## src/verilog/wdpd_pkg.sv

```systemverilog
// Constants, types and register map of the watchdog and power-down control
package wdpd_pkg;
	localparam int CLK_PERIOD_NS      = 10;
	localparam int WDT_OSC_PERIOD_NS  = 65000;
	localparam int INSTR_CLK_DIV      = 4;
	localparam int WDT_TIMEOUT_TICKS  = 65536;
	localparam int WAKE_DELAY_CYCLES  = 1024;
	localparam int PORTA_W            = 8;
	localparam int NUM_IRQ            = 4;
	localparam int ADDR_W             = 4;

	// Register byte offsets
	localparam logic [ADDR_W-1:0] REG_CTRL   = 4'h0;
	localparam logic [ADDR_W-1:0] REG_CMD    = 4'h4;
	localparam logic [ADDR_W-1:0] REG_STATUS = 4'h8;
	localparam logic [ADDR_W-1:0] REG_COUNT  = 4'hC;

	// Control fields
	localparam int CTRL_WDT_EN   = 0;
	localparam int CTRL_SRC_OSC  = 1;
	localparam int CTRL_OSC_EN   = 2;
	localparam int CTRL_PAIRED   = 3;
	localparam int CTRL_MASK_LSB = 8;
	localparam logic [31:0] CTRL_RESET = 32'h0000_0007;

	// Command fields
	localparam int CMD_CLR_SINGLE = 0;
	localparam int CMD_CLR_FIRST  = 1;
	localparam int CMD_CLR_SECOND = 2;
	localparam int CMD_HALT       = 3;

	// Status fields
	localparam int ST_TIMEOUT   = 0;
	localparam int ST_PDOWN     = 1;
	localparam int ST_HALTED    = 2;
	localparam int ST_WAKING    = 3;
	localparam int ST_FIRST     = 4;
	localparam int ST_CAUSE_LSB = 8;

	typedef enum logic [1:0] {WDPD_RUN, WDPD_HALT, WDPD_WAKE} wdpd_state_t;
	typedef enum logic [2:0] {
		WDPD_CAUSE_NONE,
		WDPD_CAUSE_RESET,
		WDPD_CAUSE_IRQ,
		WDPD_CAUSE_PORT,
		WDPD_CAUSE_WDT
	} wdpd_cause_t;
endpackage : wdpd_pkg

```

## src/verilog/wdpd_ctrl.sv

```systemverilog
// Watchdog timer and power-down control with Avalon-MM register slave
`timescale 1ns/1ps
`default_nettype none
module wdpd_ctrl #(
	parameter int WDT_OSC_CYCLES    = wdpd_pkg::WDT_OSC_PERIOD_NS / wdpd_pkg::CLK_PERIOD_NS,
	parameter int WDT_TIMEOUT_TICKS = wdpd_pkg::WDT_TIMEOUT_TICKS,
	parameter int PORTA_W           = wdpd_pkg::PORTA_W,
	parameter int NUM_IRQ           = wdpd_pkg::NUM_IRQ
) (
	// Clock and reset
	input  wire logic                        clk,
	input  wire logic                        resetn,
	// Avalon-MM slave
	input  wire logic [wdpd_pkg::ADDR_W-1:0] avs_address,
	input  wire logic                        avs_read,
	input  wire logic                        avs_write,
	input  wire logic [31:0]                 avs_writedata,
	input  wire logic [3:0]                  avs_byteenable,
	output logic      [31:0]                 avs_readdata,
	output logic                             avs_waitrequest,
	// Wake sources
	input  wire logic                        external_reset_pin_n,
	input  wire logic [PORTA_W-1:0]          porta_in,
	input  wire logic [NUM_IRQ-1:0]          irq_request,
	input  wire logic [NUM_IRQ-1:0]          irq_enable,
	input  wire logic                        irq_master_en,
	input  wire logic                        stack_full,
	// Core control
	output logic                             sys_osc_run,
	output logic                             osc_input_ignore,
	output logic                             state_retain,
	output logic                             chip_reset,
	output logic                             warm_reset,
	output logic                             resume_next,
	output logic                             irq_service,
	output logic                             timeout_flag,
	output logic                             powerdown_flag
);
	localparam int CW = $clog2(WDT_TIMEOUT_TICKS) + 1;
	localparam int DW = $clog2(wdpd_pkg::WAKE_DELAY_CYCLES) + 1;
	localparam int IW = $clog2(wdpd_pkg::INSTR_CLK_DIV);

	typedef struct packed {
		wdpd_pkg::wdpd_state_t state;
		wdpd_pkg::wdpd_cause_t cause;
		logic [CW-1:0]         count;
		logic [IW-1:0]         iclk_div;
		logic [DW-1:0]         delay;
		logic                  first_seen;
		logic                  timeout_flag;
		logic                  powerdown_flag;
		logic                  cfg_wdt_en;
		logic                  cfg_src_osc;
		logic                  cfg_osc_en;
		logic                  cfg_paired;
		logic [PORTA_W-1:0]    cfg_wake_mask;
		logic [PORTA_W-1:0]    porta_prev;
		logic [NUM_IRQ-1:0]    irq_stale;
		logic                  irq_go;
		logic                  irq_pend;
		logic                  ack;
		logic [31:0]           rdata;
		logic                  chip_reset;
		logic                  warm_reset;
		logic                  resume_next;
		logic                  irq_service;
	} wdpd_regs_t;

	wdpd_regs_t r_reg;
	wdpd_regs_t r_next;

	logic               osc_tick;
	logic               bus_req;
	logic               wr_acc;
	logic               cmd_ok;
	logic               clr_single;
	logic               clr_first;
	logic               clr_second;
	logic               halt_cmd;
	logic               iclk_tick;
	logic               wdt_tick;
	logic               wdt_clear;
	logic               ovf;
	logic [PORTA_W-1:0] port_fall;
	logic [NUM_IRQ-1:0] irq_new;

	wdpd_osc_tick #(
		.PERIOD (WDT_OSC_CYCLES)
	) u_osc (
		.clk    (clk),
		.resetn (resetn),
		.enable (r_reg.cfg_osc_en),
		.tick   (osc_tick)
	);

	function automatic logic [31:0] read_word(input logic [wdpd_pkg::ADDR_W-1:0] a,
		input wdpd_regs_t s);
		logic [31:0] w;
		w = '0;
		unique case (a)
			wdpd_pkg::REG_CTRL:
			begin
				w[wdpd_pkg::CTRL_WDT_EN] = s.cfg_wdt_en;
				w[wdpd_pkg::CTRL_SRC_OSC] = s.cfg_src_osc;
				w[wdpd_pkg::CTRL_OSC_EN] = s.cfg_osc_en;
				w[wdpd_pkg::CTRL_PAIRED] = s.cfg_paired;
				w[wdpd_pkg::CTRL_MASK_LSB +: PORTA_W] = s.cfg_wake_mask;
			end
			wdpd_pkg::REG_STATUS:
			begin
				w[wdpd_pkg::ST_TIMEOUT] = s.timeout_flag;
				w[wdpd_pkg::ST_PDOWN] = s.powerdown_flag;
				w[wdpd_pkg::ST_HALTED] = (s.state == wdpd_pkg::WDPD_HALT);
				w[wdpd_pkg::ST_WAKING] = (s.state == wdpd_pkg::WDPD_WAKE);
				w[wdpd_pkg::ST_FIRST] = s.first_seen;
				w[wdpd_pkg::ST_CAUSE_LSB +: 3] = s.cause;
			end
			wdpd_pkg::REG_COUNT:
				w[CW-1:0] = s.count;
			default:
				w = '0;
		endcase
		return w;
	endfunction : read_word

	// Bus handshake: one wait cycle per access
	assign bus_req = avs_read | avs_write;
	assign wr_acc = avs_write & r_reg.ack;
	assign cmd_ok = wr_acc && (avs_address == wdpd_pkg::REG_CMD) && avs_byteenable[0]
		&& (r_reg.state == wdpd_pkg::WDPD_RUN);

	// Clear commands gated by enable and clear mode
	assign clr_single = cmd_ok & avs_writedata[wdpd_pkg::CMD_CLR_SINGLE]
		& r_reg.cfg_wdt_en & ~r_reg.cfg_paired;
	assign clr_first = cmd_ok & avs_writedata[wdpd_pkg::CMD_CLR_FIRST]
		& r_reg.cfg_wdt_en & r_reg.cfg_paired;
	assign clr_second = cmd_ok & avs_writedata[wdpd_pkg::CMD_CLR_SECOND]
		& r_reg.cfg_wdt_en & r_reg.cfg_paired;
	assign halt_cmd = cmd_ok & avs_writedata[wdpd_pkg::CMD_HALT];

	// Instruction clock exists only while the core runs
	assign iclk_tick = (r_reg.state == wdpd_pkg::WDPD_RUN)
		&& (r_reg.iclk_div == IW'(wdpd_pkg::INSTR_CLK_DIV - 1));
	assign wdt_tick = r_reg.cfg_src_osc ? osc_tick : iclk_tick;
	assign wdt_clear = ~external_reset_pin_n | clr_single | (clr_second & r_reg.first_seen)
		| halt_cmd | ~r_reg.cfg_wdt_en;
	assign ovf = r_reg.cfg_wdt_en & wdt_tick & ~wdt_clear
		& (r_reg.count == CW'(WDT_TIMEOUT_TICKS - 1));

	assign port_fall = r_reg.porta_prev & ~porta_in & r_reg.cfg_wake_mask;
	assign irq_new = irq_request & ~r_reg.irq_stale;

	always_comb
	begin
		r_next = r_reg;
		r_next.chip_reset = 1'b0;
		r_next.warm_reset = 1'b0;
		r_next.resume_next = 1'b0;
		r_next.irq_service = 1'b0;
		r_next.porta_prev = porta_in;
		r_next.ack = bus_req & ~r_reg.ack;
		if (bus_req && !r_reg.ack)
			r_next.rdata = read_word(avs_address, r_reg);

		// Control register with byte lanes
		if (wr_acc && avs_address == wdpd_pkg::REG_CTRL)
		begin
			if (avs_byteenable[0])
			begin
				r_next.cfg_wdt_en = avs_writedata[wdpd_pkg::CTRL_WDT_EN];
				r_next.cfg_src_osc = avs_writedata[wdpd_pkg::CTRL_SRC_OSC];
				r_next.cfg_osc_en = avs_writedata[wdpd_pkg::CTRL_OSC_EN];
				r_next.cfg_paired = avs_writedata[wdpd_pkg::CTRL_PAIRED];
			end
			if (avs_byteenable[1])
				r_next.cfg_wake_mask = avs_writedata[wdpd_pkg::CTRL_MASK_LSB +: PORTA_W];
		end

		// Instruction clock divider frozen outside run
		if (r_reg.state == wdpd_pkg::WDPD_RUN)
			r_next.iclk_div = iclk_tick ? '0 : r_reg.iclk_div + IW'(1);

		// Watchdog count
		if (wdt_clear || ovf)
			r_next.count = '0;
		else if (wdt_tick)
			r_next.count = r_reg.count + CW'(1);

		// Paired clear progress
		if (!external_reset_pin_n || !r_reg.cfg_wdt_en || ovf || halt_cmd)
			r_next.first_seen = 1'b0;
		else if (clr_first)
			r_next.first_seen = 1'b1;
		else if (clr_second)
			r_next.first_seen = 1'b0;

		// Flags: setting wins over clearing
		if (clr_single)
		begin
			r_next.timeout_flag = 1'b0;
			r_next.powerdown_flag = 1'b0;
		end
		if (halt_cmd)
		begin
			r_next.powerdown_flag = 1'b1;
			r_next.timeout_flag = 1'b0;
		end
		if (ovf)
			r_next.timeout_flag = 1'b1;

		if (ovf && r_reg.state != wdpd_pkg::WDPD_HALT)
			r_next.chip_reset = 1'b1;

		// Deferred service entry after the wake delay
		if (r_reg.irq_pend)
		begin
			r_next.irq_pend = 1'b0;
			r_next.irq_service = 1'b1;
		end

		unique case (r_reg.state)
			wdpd_pkg::WDPD_RUN:
			begin
				if (halt_cmd)
				begin
					r_next.state = wdpd_pkg::WDPD_HALT;
					r_next.irq_stale = irq_request;
					r_next.cause = wdpd_pkg::WDPD_CAUSE_NONE;
				end
			end
			wdpd_pkg::WDPD_HALT:
			begin
				r_next.delay = '0;
				if (!external_reset_pin_n)
				begin
					r_next.state = wdpd_pkg::WDPD_WAKE;
					r_next.cause = wdpd_pkg::WDPD_CAUSE_RESET;
				end
				else if (ovf)
				begin
					r_next.state = wdpd_pkg::WDPD_WAKE;
					r_next.cause = wdpd_pkg::WDPD_CAUSE_WDT;
					r_next.warm_reset = 1'b1;
				end
				else if (|irq_new)
				begin
					r_next.state = wdpd_pkg::WDPD_WAKE;
					r_next.cause = wdpd_pkg::WDPD_CAUSE_IRQ;
					r_next.irq_go = (|(irq_new & irq_enable)) & irq_master_en
						& ~stack_full;
				end
				else if (|port_fall)
				begin
					r_next.state = wdpd_pkg::WDPD_WAKE;
					r_next.cause = wdpd_pkg::WDPD_CAUSE_PORT;
				end
			end
			wdpd_pkg::WDPD_WAKE:
			begin
				r_next.delay = r_reg.delay + DW'(1);
				if (r_reg.delay == DW'(wdpd_pkg::WAKE_DELAY_CYCLES - 1))
				begin
					r_next.state = wdpd_pkg::WDPD_RUN;
					if (r_reg.cause == wdpd_pkg::WDPD_CAUSE_IRQ && r_reg.irq_go)
						r_next.irq_pend = 1'b1;
					else if (r_reg.cause == wdpd_pkg::WDPD_CAUSE_IRQ
						|| r_reg.cause == wdpd_pkg::WDPD_CAUSE_PORT)
						r_next.resume_next = 1'b1;
				end
			end
			default:
				r_next.state = wdpd_pkg::WDPD_RUN;
		endcase
	end

	always_ff @(posedge clk or negedge resetn)
	begin
		if (!resetn)
		begin
			r_reg <= '0;
			r_reg.cfg_wdt_en <= wdpd_pkg::CTRL_RESET[wdpd_pkg::CTRL_WDT_EN];
			r_reg.cfg_src_osc <= wdpd_pkg::CTRL_RESET[wdpd_pkg::CTRL_SRC_OSC];
			r_reg.cfg_osc_en <= wdpd_pkg::CTRL_RESET[wdpd_pkg::CTRL_OSC_EN];
			r_reg.cfg_paired <= wdpd_pkg::CTRL_RESET[wdpd_pkg::CTRL_PAIRED];
		end
		else
		begin
			r_reg <= r_next;
		end
	end

	assign avs_readdata = r_reg.rdata;
	assign avs_waitrequest = bus_req & ~r_reg.ack;
	assign sys_osc_run = (r_reg.state != wdpd_pkg::WDPD_HALT);
	assign osc_input_ignore = (r_reg.state == wdpd_pkg::WDPD_HALT);
	assign state_retain = (r_reg.state == wdpd_pkg::WDPD_HALT);
	assign chip_reset = r_reg.chip_reset;
	assign warm_reset = r_reg.warm_reset;
	assign resume_next = r_reg.resume_next;
	assign irq_service = r_reg.irq_service;
	assign timeout_flag = r_reg.timeout_flag;
	assign powerdown_flag = r_reg.powerdown_flag;

	// Helper: cycles spent in the wake delay
	localparam int WAKE_LEN = wdpd_pkg::WAKE_DELAY_CYCLES;
	logic [DW:0] wake_len_reg;
	always_ff @(posedge clk or negedge resetn)
	begin
		if (!resetn)
			wake_len_reg <= '0;
		else if (r_reg.state == wdpd_pkg::WDPD_WAKE)
			wake_len_reg <= wake_len_reg + (DW+1)'(1);
		else if (!r_reg.resume_next && !r_reg.irq_pend)
			wake_len_reg <= '0;
	end
endmodule : wdpd_ctrl
`default_nettype wire

```

## src/verilog/wdpd_osc_tick.sv

```systemverilog
// Free-running watchdog oscillator model as a periodic tick
`timescale 1ns/1ps
`default_nettype none
module wdpd_osc_tick #(
	parameter int PERIOD = 6500
) (
	// Clock and reset
	input  wire logic clk,
	input  wire logic resetn,
	// Control and tick
	input  wire logic enable,
	output logic      tick
);
	localparam int PW = $clog2(PERIOD) + 1;

	typedef struct packed {
		logic [PW-1:0] cnt;
		logic          tick;
	} wdpd_tick_t;

	wdpd_tick_t r_reg;
	wdpd_tick_t r_next;

	always_comb
	begin
		r_next = r_reg;
		r_next.tick = 1'b0;
		if (!enable)
		begin
			r_next.cnt = '0;
		end
		else if (r_reg.cnt == PW'(PERIOD - 1))
		begin
			r_next.cnt = '0;
			r_next.tick = 1'b1;
		end
		else
		begin
			r_next.cnt = r_reg.cnt + PW'(1);
		end
	end

	always_ff @(posedge clk or negedge resetn)
	begin
		if (!resetn)
			r_reg <= '0;
		else
			r_reg <= r_next;
	end

	assign tick = r_reg.tick;
endmodule : wdpd_osc_tick
`default_nettype wire

```

## config.mk

```make
export PLATFORM = sky130hd
export DESIGN_NAME = wdpd_ctrl
export DESIGN_NICKNAME = d
export VERILOG_FILES = /design/src/verilog/wdpd_pkg.sv /design/src/verilog/wdpd_ctrl.sv /design/src/verilog/wdpd_osc_tick.sv
export SDC_FILE = /design/constraint.sdc
export NUM_CORES = 1
export LEC_CHECK = 0
export ABC_CLOCK_PERIOD_IN_PS = 6300
export BUFFER_PORTS_ARGS = -buffer_cell sky130_fd_sc_hd__buf_2
export CAP_MARGIN = 20
export CORE_MARGIN = 3
export CORE_UTILIZATION = 25
export CTS_CLUSTER_SIZE = 20
export DETAILED_ROUTE_END_ITERATION = 8
export SLEW_MARGIN = 0
export SYNTH_ARGS = -nofsm -noshare
export SYNTH_HDL_FRONTEND = slang
export SYNTH_SLANG_ARGS = --single-unit
```

## constraint.sdc

```tcl
create_clock -name clk -period 6.3 [get_ports clk]
set_input_delay 0.945 -clock clk [delete_from_list [all_inputs] [get_ports clk]]
set_output_delay 0.945 -clock clk [all_outputs]
set_load 0.005 [all_outputs]
```

Word level (Yosys, flattened, before mapping)
Cells that the tools add are included.
{ "totals": {"wordCells": 154, "output_inout_bits": 42, "regBits": 101, "inputBits": 63} }
{ "op_classes": {"n_mux": 41, "n_reduce_logical": 33, "bitwise_logic": 36, "add_sub_neg": 4, "n_eq_ne": 15} }
{ "op_table": {"columns": ["op", "n"], "rows": [
  ["$mux W17", 2],
  ["$mux W14", 2],
  ["$mux W5", 5],
  ["$pmux W11 S2", 1],
  ["$mux W1", 20],
  ["$and A1 B1 Y1", 18],
  ["$add A17 B1 Y17 const B", 1],
  ["$eq A17 B16 Y1 const B", 1],
  ["$and A8 B8 Y8", 2],
  ["$add A14 B1 Y14 const B", 1],
  ["$eq A14 B13 Y1 const B", 1],
  ["$pmux W4 S3", 1],
  ["$add A11 B1 Y11 const B", 1],
  ["$eq A11 B10 Y1 const B", 1],
  ["$pmux W5 S2", 1],
  ["$pmux W3 S3", 1],
  ["$and A4 B4 Y4", 2],
  ["$eq A4 B4 Y1 const B", 2],
  ["$logic_and A1 B1 Y1", 8],
  ["$mux W2", 4],
  ["$not A8 Y8", 1],
  ["$reduce_bool A2 Y1", 4],
  ["$reduce_or A4 Y1", 2],
  ["$reduce_or A8 Y1", 1],
  ["23 further kinds", 46]
]} }

Depth between registers and ports, before layout
Gate-level depths: netlist of the first run.
{ "depth": {"word_depth": 17, "ltp_mapped": 9, "mapped_depth_nobuf": 9} }

By module
Synthesis of the first run repeated with hierarchy kept, for this count alone.
{ "hier_totals": {"hier_cells": 542, "hier_area_um2": 5227.5} }
{ "by_module_without_submodules": {"columns": ["module", "area_per_inst_um2", "n_inst", "cells_per_inst"], "rows": [
  ["wdpd_ctrl", 4484.3, 1, 471],
  ["wdpd_osc_tick", 743.2, 1, 71]
]} }

Least setup slack after synthesis of the first run
OpenSTA, ideal clock, no wires.
{ "synth_timing": {"path_kind": "input port to flip-flop", "from": "input port irq_request[0]", "to": "register r_reg[98] in the netlist's numbering", "required_ps": 6175, "arrival_time_ps": 2369, "setup_slack_ps": 3806, "path_stages": 5, "n_path_buf": 0, "setup_time_ps": 125, "path_cell_list": "nor2b_1 > or4_4 > nor4_4 > a22oi_2 > mux2_4"} }
{ "synth_via": {"elab_chain_cells": 6} }
{ "synth_lines": {"columns": ["element", "line", "source"], "rows": [
  ["start: declaration", "wdpd_ctrl.sv:24", "input wire logic [NUM_IRQ-1:0] irq_request,"],
  ["$and A4 B4 Y4 *", "wdpd_ctrl.sv:151", "assign irq_new = irq_request & ~r_reg.irq_stale;"],
  ["$reduce_or A4 Y1 *", "wdpd_ctrl.sv:245", "else if (|irq_new)"],
  ["$mux W5", "wdpd_ctrl.sv:245", null],
  ["$mux W5", "wdpd_ctrl.sv:239", "else if (ovf)"],
  ["$mux W5", "wdpd_ctrl.sv:234", "if (!external_reset_pin_n)"],
  ["$pmux W3 S2", "wdpd_ctrl.sv:221", "unique case (r_reg.state)"],
  ["end signal: assignment", "wdpd_ctrl.sv:288", "r_reg <= r_next;"],
  ["end: declaration", "wdpd_ctrl.sv:69", "wdpd_regs_t r_reg;"]
]} }
Every way passes the cells marked *; elsewhere a longest branch is shown, timed or not.
A chain may end at the register's enable or synchronous reset.

Worst setup path after layout of the first run
{ "layout_timing": {"from": "register r_reg[83] in the netlist's numbering", "to": "register r_reg[99] in the netlist's numbering"} }
{ "layout_via": {"elab_chain_cells": 5} }
{ "layout_lines": {"columns": ["element", "line", "source"], "rows": [
  ["$eq A17 B16 Y1 *", "wdpd_ctrl.sv:148", "& (r_reg.count == CW'(WDT_TIMEOUT_TICKS - 1));"],
  ["$and A1 B1 Y1 *", "wdpd_ctrl.sv:148", null],
  ["$mux W5", "wdpd_ctrl.sv:239", null],
  ["$mux W5", "wdpd_ctrl.sv:234", null],
  ["$pmux W2 S3", "wdpd_ctrl.sv:221", null]
]} }
Marked as above.

==> results of run 1 <==
[how the worst min path moves through the flow]
stage | to | slack, ns | cells after the start | start
after global placement | irq_service | 0.34 | 0 | r_reg[37]
after CTS | irq_service | 0.35 | 0 | r_reg[37]
after global routing | irq_service | 0.37 | 0 | r_reg[37]
after detailed placement | irq_service | 0.34 | 0 | r_reg[37]
after floorplan | irq_service | 0.33 | 0 | r_reg[37]
final | irq_service | 0.36 | 0 | r_reg[37]
[routing by layer]
layer  up-vias  routed length, um  GRT usage (%)
met5         -                 19              0
met4         4                 91           2.49
met3        10                679           2.93
met2        91               5290           16.1
met1      1757               5840           16.4
li1       1797                  -              -
[critical path: cells and delay by family, from the launching register on]
| kind | cells | cell delay (ns) |
|---|---|---|
| flops | 1 | 0.42 |
| mux | 1 | 0.33 |
| fa+ha+maj | 1 | 0.20 |
| compound gates | 3 | 0.98 |
| simple gates | 4 | 0.85 |
[cells by family after synthesis]
group / share of synthesized area, %
DFF: 49.8
adders and majority gates: 2.21
other: 0.0737
AOI/OAI and AO/OA: 12.3
buffers and inverters: 7.33
muxes: 6.74
xor gates and xnor gates: 2.93
and+or+nand+nor: 18.6
[final cells by class]
| class | count | area [um^2] |
|---|---|---|
| Fill cell | 2041 | 13900 |
| Inverter | 17 | 63.8 |
| Multi-Input combinational cell | 337 | 2240 |
| Clock inverter | 3 | 21.3 |
| Timing Repair Buffer | 69 | 360 |
| Sequential cell | 101 | 2530 |
| Tap cell | 265 | 332 |
| Clock buffer | 13 | 260 |
[cell usage after synthesis, types with 12 or more instances]
cell type / instances
nand2_1: 43
nor2_1: 30
nand3_1: 13
inv_1: 17
xor2_1: 12
dfrtp_1: 98
mux2_2: 18
a22o_1: 12
a21oi_1: 17
o21ai_0: 26
buf_4: 33
nand4_1: 18
[cells in the final DEF (no fill, tap or decap), types with 7 or more instances in the layout]
master     synthesis  final
a21oi_1           17     17
a22o_1            12     12
and2_1             8      8
buf_2              1     66
clkbuf_16          0      9
conb_1             1     15
dfrtp_1           98     98
ha_1               9      9
inv_1             17     17
mux2_2            18     18
mux2i_1           11     11
nand2_1           43     43
nand3_1           13     13
nand3b_1          10     10
nand4_1           18     18
nor2_1            30     30
nor3_1             7      7
o21ai_0           26     26
o31ai_1            9      9
or4_1              9      9
xor2_1            12     12
[power groups by stage]
stage,Sequential [mW],Combinational (mW),Clock (mW)
after floorplan,0.689,0.0631,0
after global placement,0.694,0.0972,0
after detailed placement,0.694,0.0981,0
after CTS,0.682,0.0987,0.542
after global routing,0.684,0.112,0.570
final,0.682,0.0989,0.529
[per-stage QoR]
stage / utilization, % / power [mW] / instance area, um^2 / hold slack, ns
final: 29.5 / 1.31 / 5810 / 0.357
after global routing: 29.5 / 1.37 / 5810 / 0.371
after CTS: 29.4 / 1.32 / 5790 / 0.354
after detailed placement: 28.0 / 0.792 / 5510 / 0.336
after global placement: 28.0 / 0.791 / 5510 / 0.338
after floorplan: - / 0.752 / 5140 / 0.331
==> results.txt, run 1 <==
Max reg flops - 63
Ant. Diodes - 0
Crit Path Max Fanout - 6
Fmax - 0.344 GHz
Antenna viol nets, final - 0
R2r startpoint - r_reg[83]
PostCTS Resize Cnt - 0
# rows - 51
Post-synthesis sequential area ratio - 49.8%
Placed cells - 788
R2R Setup Slk - 3.39 ns
Hold Buf Count CTS - 0
Slew HR - 32.3%
P_leak - 2.58 nW
Pre-CTS WS - 3.13 ns
P&R area growth vs syn - 14.2%
DR iter-0 viols - 248
Max-slew violations - 0
Crit path DAT - 3.13 ns
CTS Root Cell - clkbuf_16
Data required, critical path - 6.52 ns
Synthesized area - 5090 um^2
Number of remaining DRC errors - 0
Layout cell share with drive strength beyond 1 - 21.9%
Pwr/cell area - 226 nW/um^2
Vias in the first global route - 3519
Worst VDD drop - 123 uV
Setup Skew - 0.00813 ns
Clock power frac - 40.4%
Setup ws final - 3.39 ns
Final setup viols - 0
Startpoint type of the worst setup path - flop
Die area - 22100 um^2
Worst R2R End - r_reg[99]
Post-synth top area cell - dfrtp_1
Slowest CP cell - dfrtp_1
Combinational share of power - 7.5%
Initial antenna violation count - 2
Main synth FF type - dfrtp_1
RSZ-0062 raised after global routing - no
Largest net degree at the start of global routing - 58
Final HPWL DP - 8800 um
Avg Cell Area, Syn - 10.4 um^2
Worst hold path type - reg2reg
Sink Count - 101
GR Overflow Total - 0
Status - complete, no violations
Post-route insts no fill - 805
Top cells by area, synth - dfrtp_1 (48%), buf_4 (4.9%), mux2_2 (4.0%)
Synth top area share - 48.2%
Post-CTS Setup Inserts - 0
Yosys Warn Count - 0
Final min period - 2.91 ns
Die H - 149 um
Setup TNS - 0 ns
Core footprint - 19700 um^2
Synth cell types - 61
Worst path max stage delay - 0.42 ns
Sequential fraction of design power - 52.1%
R2R depth - 9
Post-synthesis instance total - 488
Worst Setup SP - r_reg[83]
Post-synth EDFFs - 0
I/O pins - 105
TritonRoute pass-1 iters - 4
Fraction of registers with async set/reset - 100%
Crit path to - r_reg[99]
Die Width - 149 um
Crit. End Element - flop
Final Wtd Congestion - 0.814
Final nets - 607
Clk slew on worst S/H paths - 0.07 ns
Hold Violations, Final - 0
Maxcap violations - 0
Switching pwr - 0.317 mW
H-tree Lvls - 3
Worst-Skew Late Latency - 0.34 ns
Count of state elements after synthesis - 101
Final WL - 11900 um
GRT Util Overall - 11.0%
Crit-path cells - nand4_1 -> nor3_2 -> nand2_1 -> nor2_1 -> ha_1 -> a21boi_1 -> a21bo_2 -> a221oi_2 -> mux2_4
Initial Utilization - 25.8%
Routed wire per std cell - 14.8 um
Internal power - 0.993 mW
Port-buffer cells - 67
Least-Margin Pin Slew - 1.02 ns
CTS max path bufs - 2
Via density - 4.55
CP Class - reg2reg
CTS tree - yes
TritonCTS buffer count - 9
Period utilization - 46.2%
Sw Share - 24.2%
Global-route wire length before repair - 19200 um
Vias - 3659
(Power assumes the default switching activity.)
==> inputs of run 2 (changes only) <==
--- a/config.mk
+++ b/config.mk
@@ -5,7 +5,8 @@
 export SDC_FILE = /design/constraint.sdc
 export NUM_CORES = 1
 export LEC_CHECK = 0
-export ABC_CLOCK_PERIOD_IN_PS = 6300
+export ABC_AREA = 1
+export ABC_CLOCK_PERIOD_IN_PS = 2930
 export BUFFER_PORTS_ARGS = -buffer_cell sky130_fd_sc_hd__buf_2
 export CAP_MARGIN = 20
 export CORE_MARGIN = 3
==> constraint.sdc (replaced) <==
create_clock -name clk -period 2.93 [get_ports clk]
set_input_delay 0.4395 -clock clk [delete_from_list [all_inputs] [get_ports clk]]
set_output_delay 0.4395 -clock clk [all_outputs]
set_load 0.005 [all_outputs]
==> run 2 against run 1 <==
Net effect:
- utilization rose by 0.19 points
- critical path depth grew 4
- die area grew 4.3%
- combinational power grew to 7.8 times the previous value
- sequential share of layout area is 2.0 points lower
- clock-buffer cell count down 2
- synthesized cell count is 28% higher
- worst setup slack got worse by 2.7 ns
- clock skew hardly changed
- design area grew 4.9%
- routed wire length is 4.6% higher
- critical path type unchanged
- critical endpoint unchanged
==> results.txt, run 2 <==
Status - complete, no violations
Post-CTS Setup Inserts - 0 (unchanged)
Startpoint type of the worst setup path - flop
R2R Setup Slk - 0.69 ns (-2.70 ns)
# rows - 52 (+2.0%)
Routed wire per std cell - 13.0 um (-12%)
Internal power - 2.48 mW (+150%)
Ant. Diodes - 0 (unchanged)
Synthesized area - 5320 um^2 (+4.5%)
Placed cells - 940 (+19%)
Post-route insts no fill - 956 (+19%)
Max reg flops - 63 (unchanged)
Die Width - 152 um (+2.1%)
Hold Buf Count CTS - 0 (unchanged)
Post-synth EDFFs - 0 (unchanged)
Crit Path Max Fanout - 7 (+1)
End-of-flow core utilization - 29.6% (+0.19 points)
Yosys Warn Count - 0 (unchanged)
Final HPWL DP - 9510 um (+8.1%)
Period utilization - 76.4% (+30 points)
Final min period - 2.24 ns (-0.670 ns)
DR iter-0 viols - 248 (unchanged)
Fraction of registers with async set/reset - 100% (unchanged)
Antenna viol nets, final - 0 (unchanged)
CTS max path bufs - 2 (unchanged)
Worst-Skew Late Latency - 0.35 ns (about the same)
Top cells by area, synth - dfrtp_1 (46%), nand2_1 (9.7%), buf_4 (5.1%)
Post-synthesis instance total - 625 (+28%)
Main synth FF type - dfrtp_1
Post-synthesis sequential area ratio - 47.6% (-2.2 points)
Synth top area share - 46.1% (-2.1 points)
Synth cell count leaders - nand2_1 (138), dfrtp_1 (98), inv_1 (64)
Sink Count - 101 (unchanged)
Crit path DAT - 2.47 ns (-0.66 ns)
Core footprint - 20600 um^2 (+4.3%)
Met2 usage - 17.0% (+0.92 points)
CP Class - reg2reg
Setup TNS - 0 ns (unchanged)
R2R depth - 13 (+4)
R2r startpoint - r_reg[79]
Final nets - 753 (+24%)
Max-slew violations - 0 (unchanged)
Least-Margin Pin Slew - 0.830 ns (-0.186 ns)
Leading cell types in the layout, fill and taps excluded - nand2_1 (138), dfrtp_1 (98), buf_2 (66)
Post-synth top area cell - dfrtp_1
TritonRoute pass-1 iters - 4 (unchanged)
Hold Violations, Final - 0 (unchanged)
CP bufs+invs - 2 (+2)
Initial antenna violation count - 1 (-1)
TritonCTS buffer count - 9 (unchanged)
Hold slack - 0.173 ns (-0.184 ns)
Largest net degree at the start of global routing - 60 (+3.4%)
Slowest CP cell - dfrtp_1
P_leak - 2.84 nW (+10%)
Setup Skew - 0.00786 ns (-0.000266 ns)
Via density - 4.40 (-3.2%)
Die H - 152 um (+2.1%)
P&R area growth vs syn - 14.6%
Global-route wire length before repair - 20300 um (+5.4%)
Tot Pwr - 3.61 mW (+180%)
M1 GR Usage - 14.2% (-2.2 points)
Worst R2R End - r_reg[99]
Pwr/cell area - 592 nW/um^2 (+160%)
Most frequent cell after synthesis - nand2_1
Number of remaining DRC errors - 0 (unchanged)
Worst path max stage delay - 0.41 ns (about the same)
GR Overflow Total - 0 (unchanged)
Worst hold path type - in2async
PostCTS Resize Cnt - 0 (unchanged)
Final WL - 12500 um (+4.6%)
Combinational share of power - 21.3% (+14 points)
Switching pwr - 1.13 mW (+260%)
Die area - 23100 um^2 (+4.3%)
CTS tree - yes
Vias in the first global route - 3970 (+13%)
Port-buffer cells - 67 (unchanged)
Crit. End Element - flop
Final Wtd Congestion - 0.878 (+7.9%)
Crit-path cells - ha_1 -> inv_1 -> nor2_1 -> nand4_1 -> nor3_1 -> ha_1 -> inv_1 -> nor2_4 -> nand3_4 -> nand3_4 -> nand2_2 -> nand2_1 -> nand2_1
Slew HR - 44.1% (+12 points)
CP delay by family, top - simple AND/OR/NAND/NOR gates
Vias - 4207 (+15%)
Maxcap violations - 0 (unchanged)
Initial Utilization - 25.9% (+0.063 points)
Clock power frac - 33.7% (-6.7 points)
Data required, critical path - 3.16 ns (-3.36 ns)
Met3 Use GR - 3.10% (+0.18 points)
Final setup viols - 0 (unchanged)
H-tree Lvls - 3 (unchanged)
Avg Cell Area, Syn - 8.51 um^2 (-18%)
GRT Util Overall - 10.7% (-0.38 points)
Worst VDD drop - 290 uV (+140%)
Synth cell types - 42 (-31%)
RSZ-0062 raised after global routing - no
I/O pins - 105 (unchanged)
Layout cell share with drive strength beyond 1 - 17.8% (-4.1 points)
Clk slew on worst S/H paths - 0.07 ns (about the same)
GRT busiest layer - met2
Sequential fraction of design power - 45.0% (-7.1 points)
Count of state elements after synthesis - 101 (unchanged)
Fmax - 0.447 GHz (+30%)
Sw Share - 31.4% (+7.2 points)
CTS Root Cell - clkbuf_16
Commonest non-fill, non-tap cell in the layout - nand2_1
[run 2: kinds of logic after synthesis]
family	count (synthesis)	share of synthesized area (%)
AOI/OAI and AO/OA	81	8.80
and+or+nand+nor	298	26.6
DFF	101	47.6
other	1	0.0705
muxes	7	1.48
xor gates and xnor gates	15	2.47
adders and majority gates	9	2.12
buffers and inverters	113	10.8
[run 2: power by group through the flow]
stage	Combinational [mW]	Sequential, mW	Clock (mW)
5_1_grt	0.870	1.64	1.31
4_1_cts	0.779	1.62	1.25
3_5_place_dp	0.774	1.65	0
2_1_floorplan	0.590	1.62	0
6_report	0.769	1.62	1.22
3_3_place_gp	0.760	1.64	0
[run 2: worst max-delay path by stage]
stage               startpoint    endpoint  slack, ns  cells past startpoint
floorplan            r_reg[79]   r_reg[96]       1.01                     13
global placement     r_reg[79]   r_reg[96]       0.78                     13
detailed placement   r_reg[79]  r_reg[100]       0.74                     13
CTS                  r_reg[79]   r_reg[99]       0.71                     13
global route         r_reg[79]  r_reg[100]       0.51                     13
finish               r_reg[79]   r_reg[99]       0.69                     13
[run 2: through the flow]
step,area [um^2],worst slack [ns]
floorplan,5370,1.01
global placement,5790,0.781
detailed placement,5790,0.740
CTS,6090,0.714
global route,6090,0.510
finish,6090,0.691
[run 2: layer usage]
metal | wire length [um] | vias to the layer above | part of all wire [%]
li1 | - | 2112 | -
met5 | 13 | - | 0.10
met3 | 664 | 11 | 5.3
met1 | 5780 | 1983 | 46
met2 | 5860 | 99 | 47
met4 | 139 | 2 | 1.1
[run 2: area by class of cell]
| cell class | count | area (um^2) |
|---|---|---|
| fillers | 2183 | 14500 |
| repair buffers | 72 | 388 |
| well taps | 270 | 338 |
| flip-flops and latches | 101 | 2530 |
| multi-input cells | 425 | 2260 |
| inverters | 72 | 272 |
| clock buffers | 11 | 243 |
| clock inverters | 5 | 60.1 |
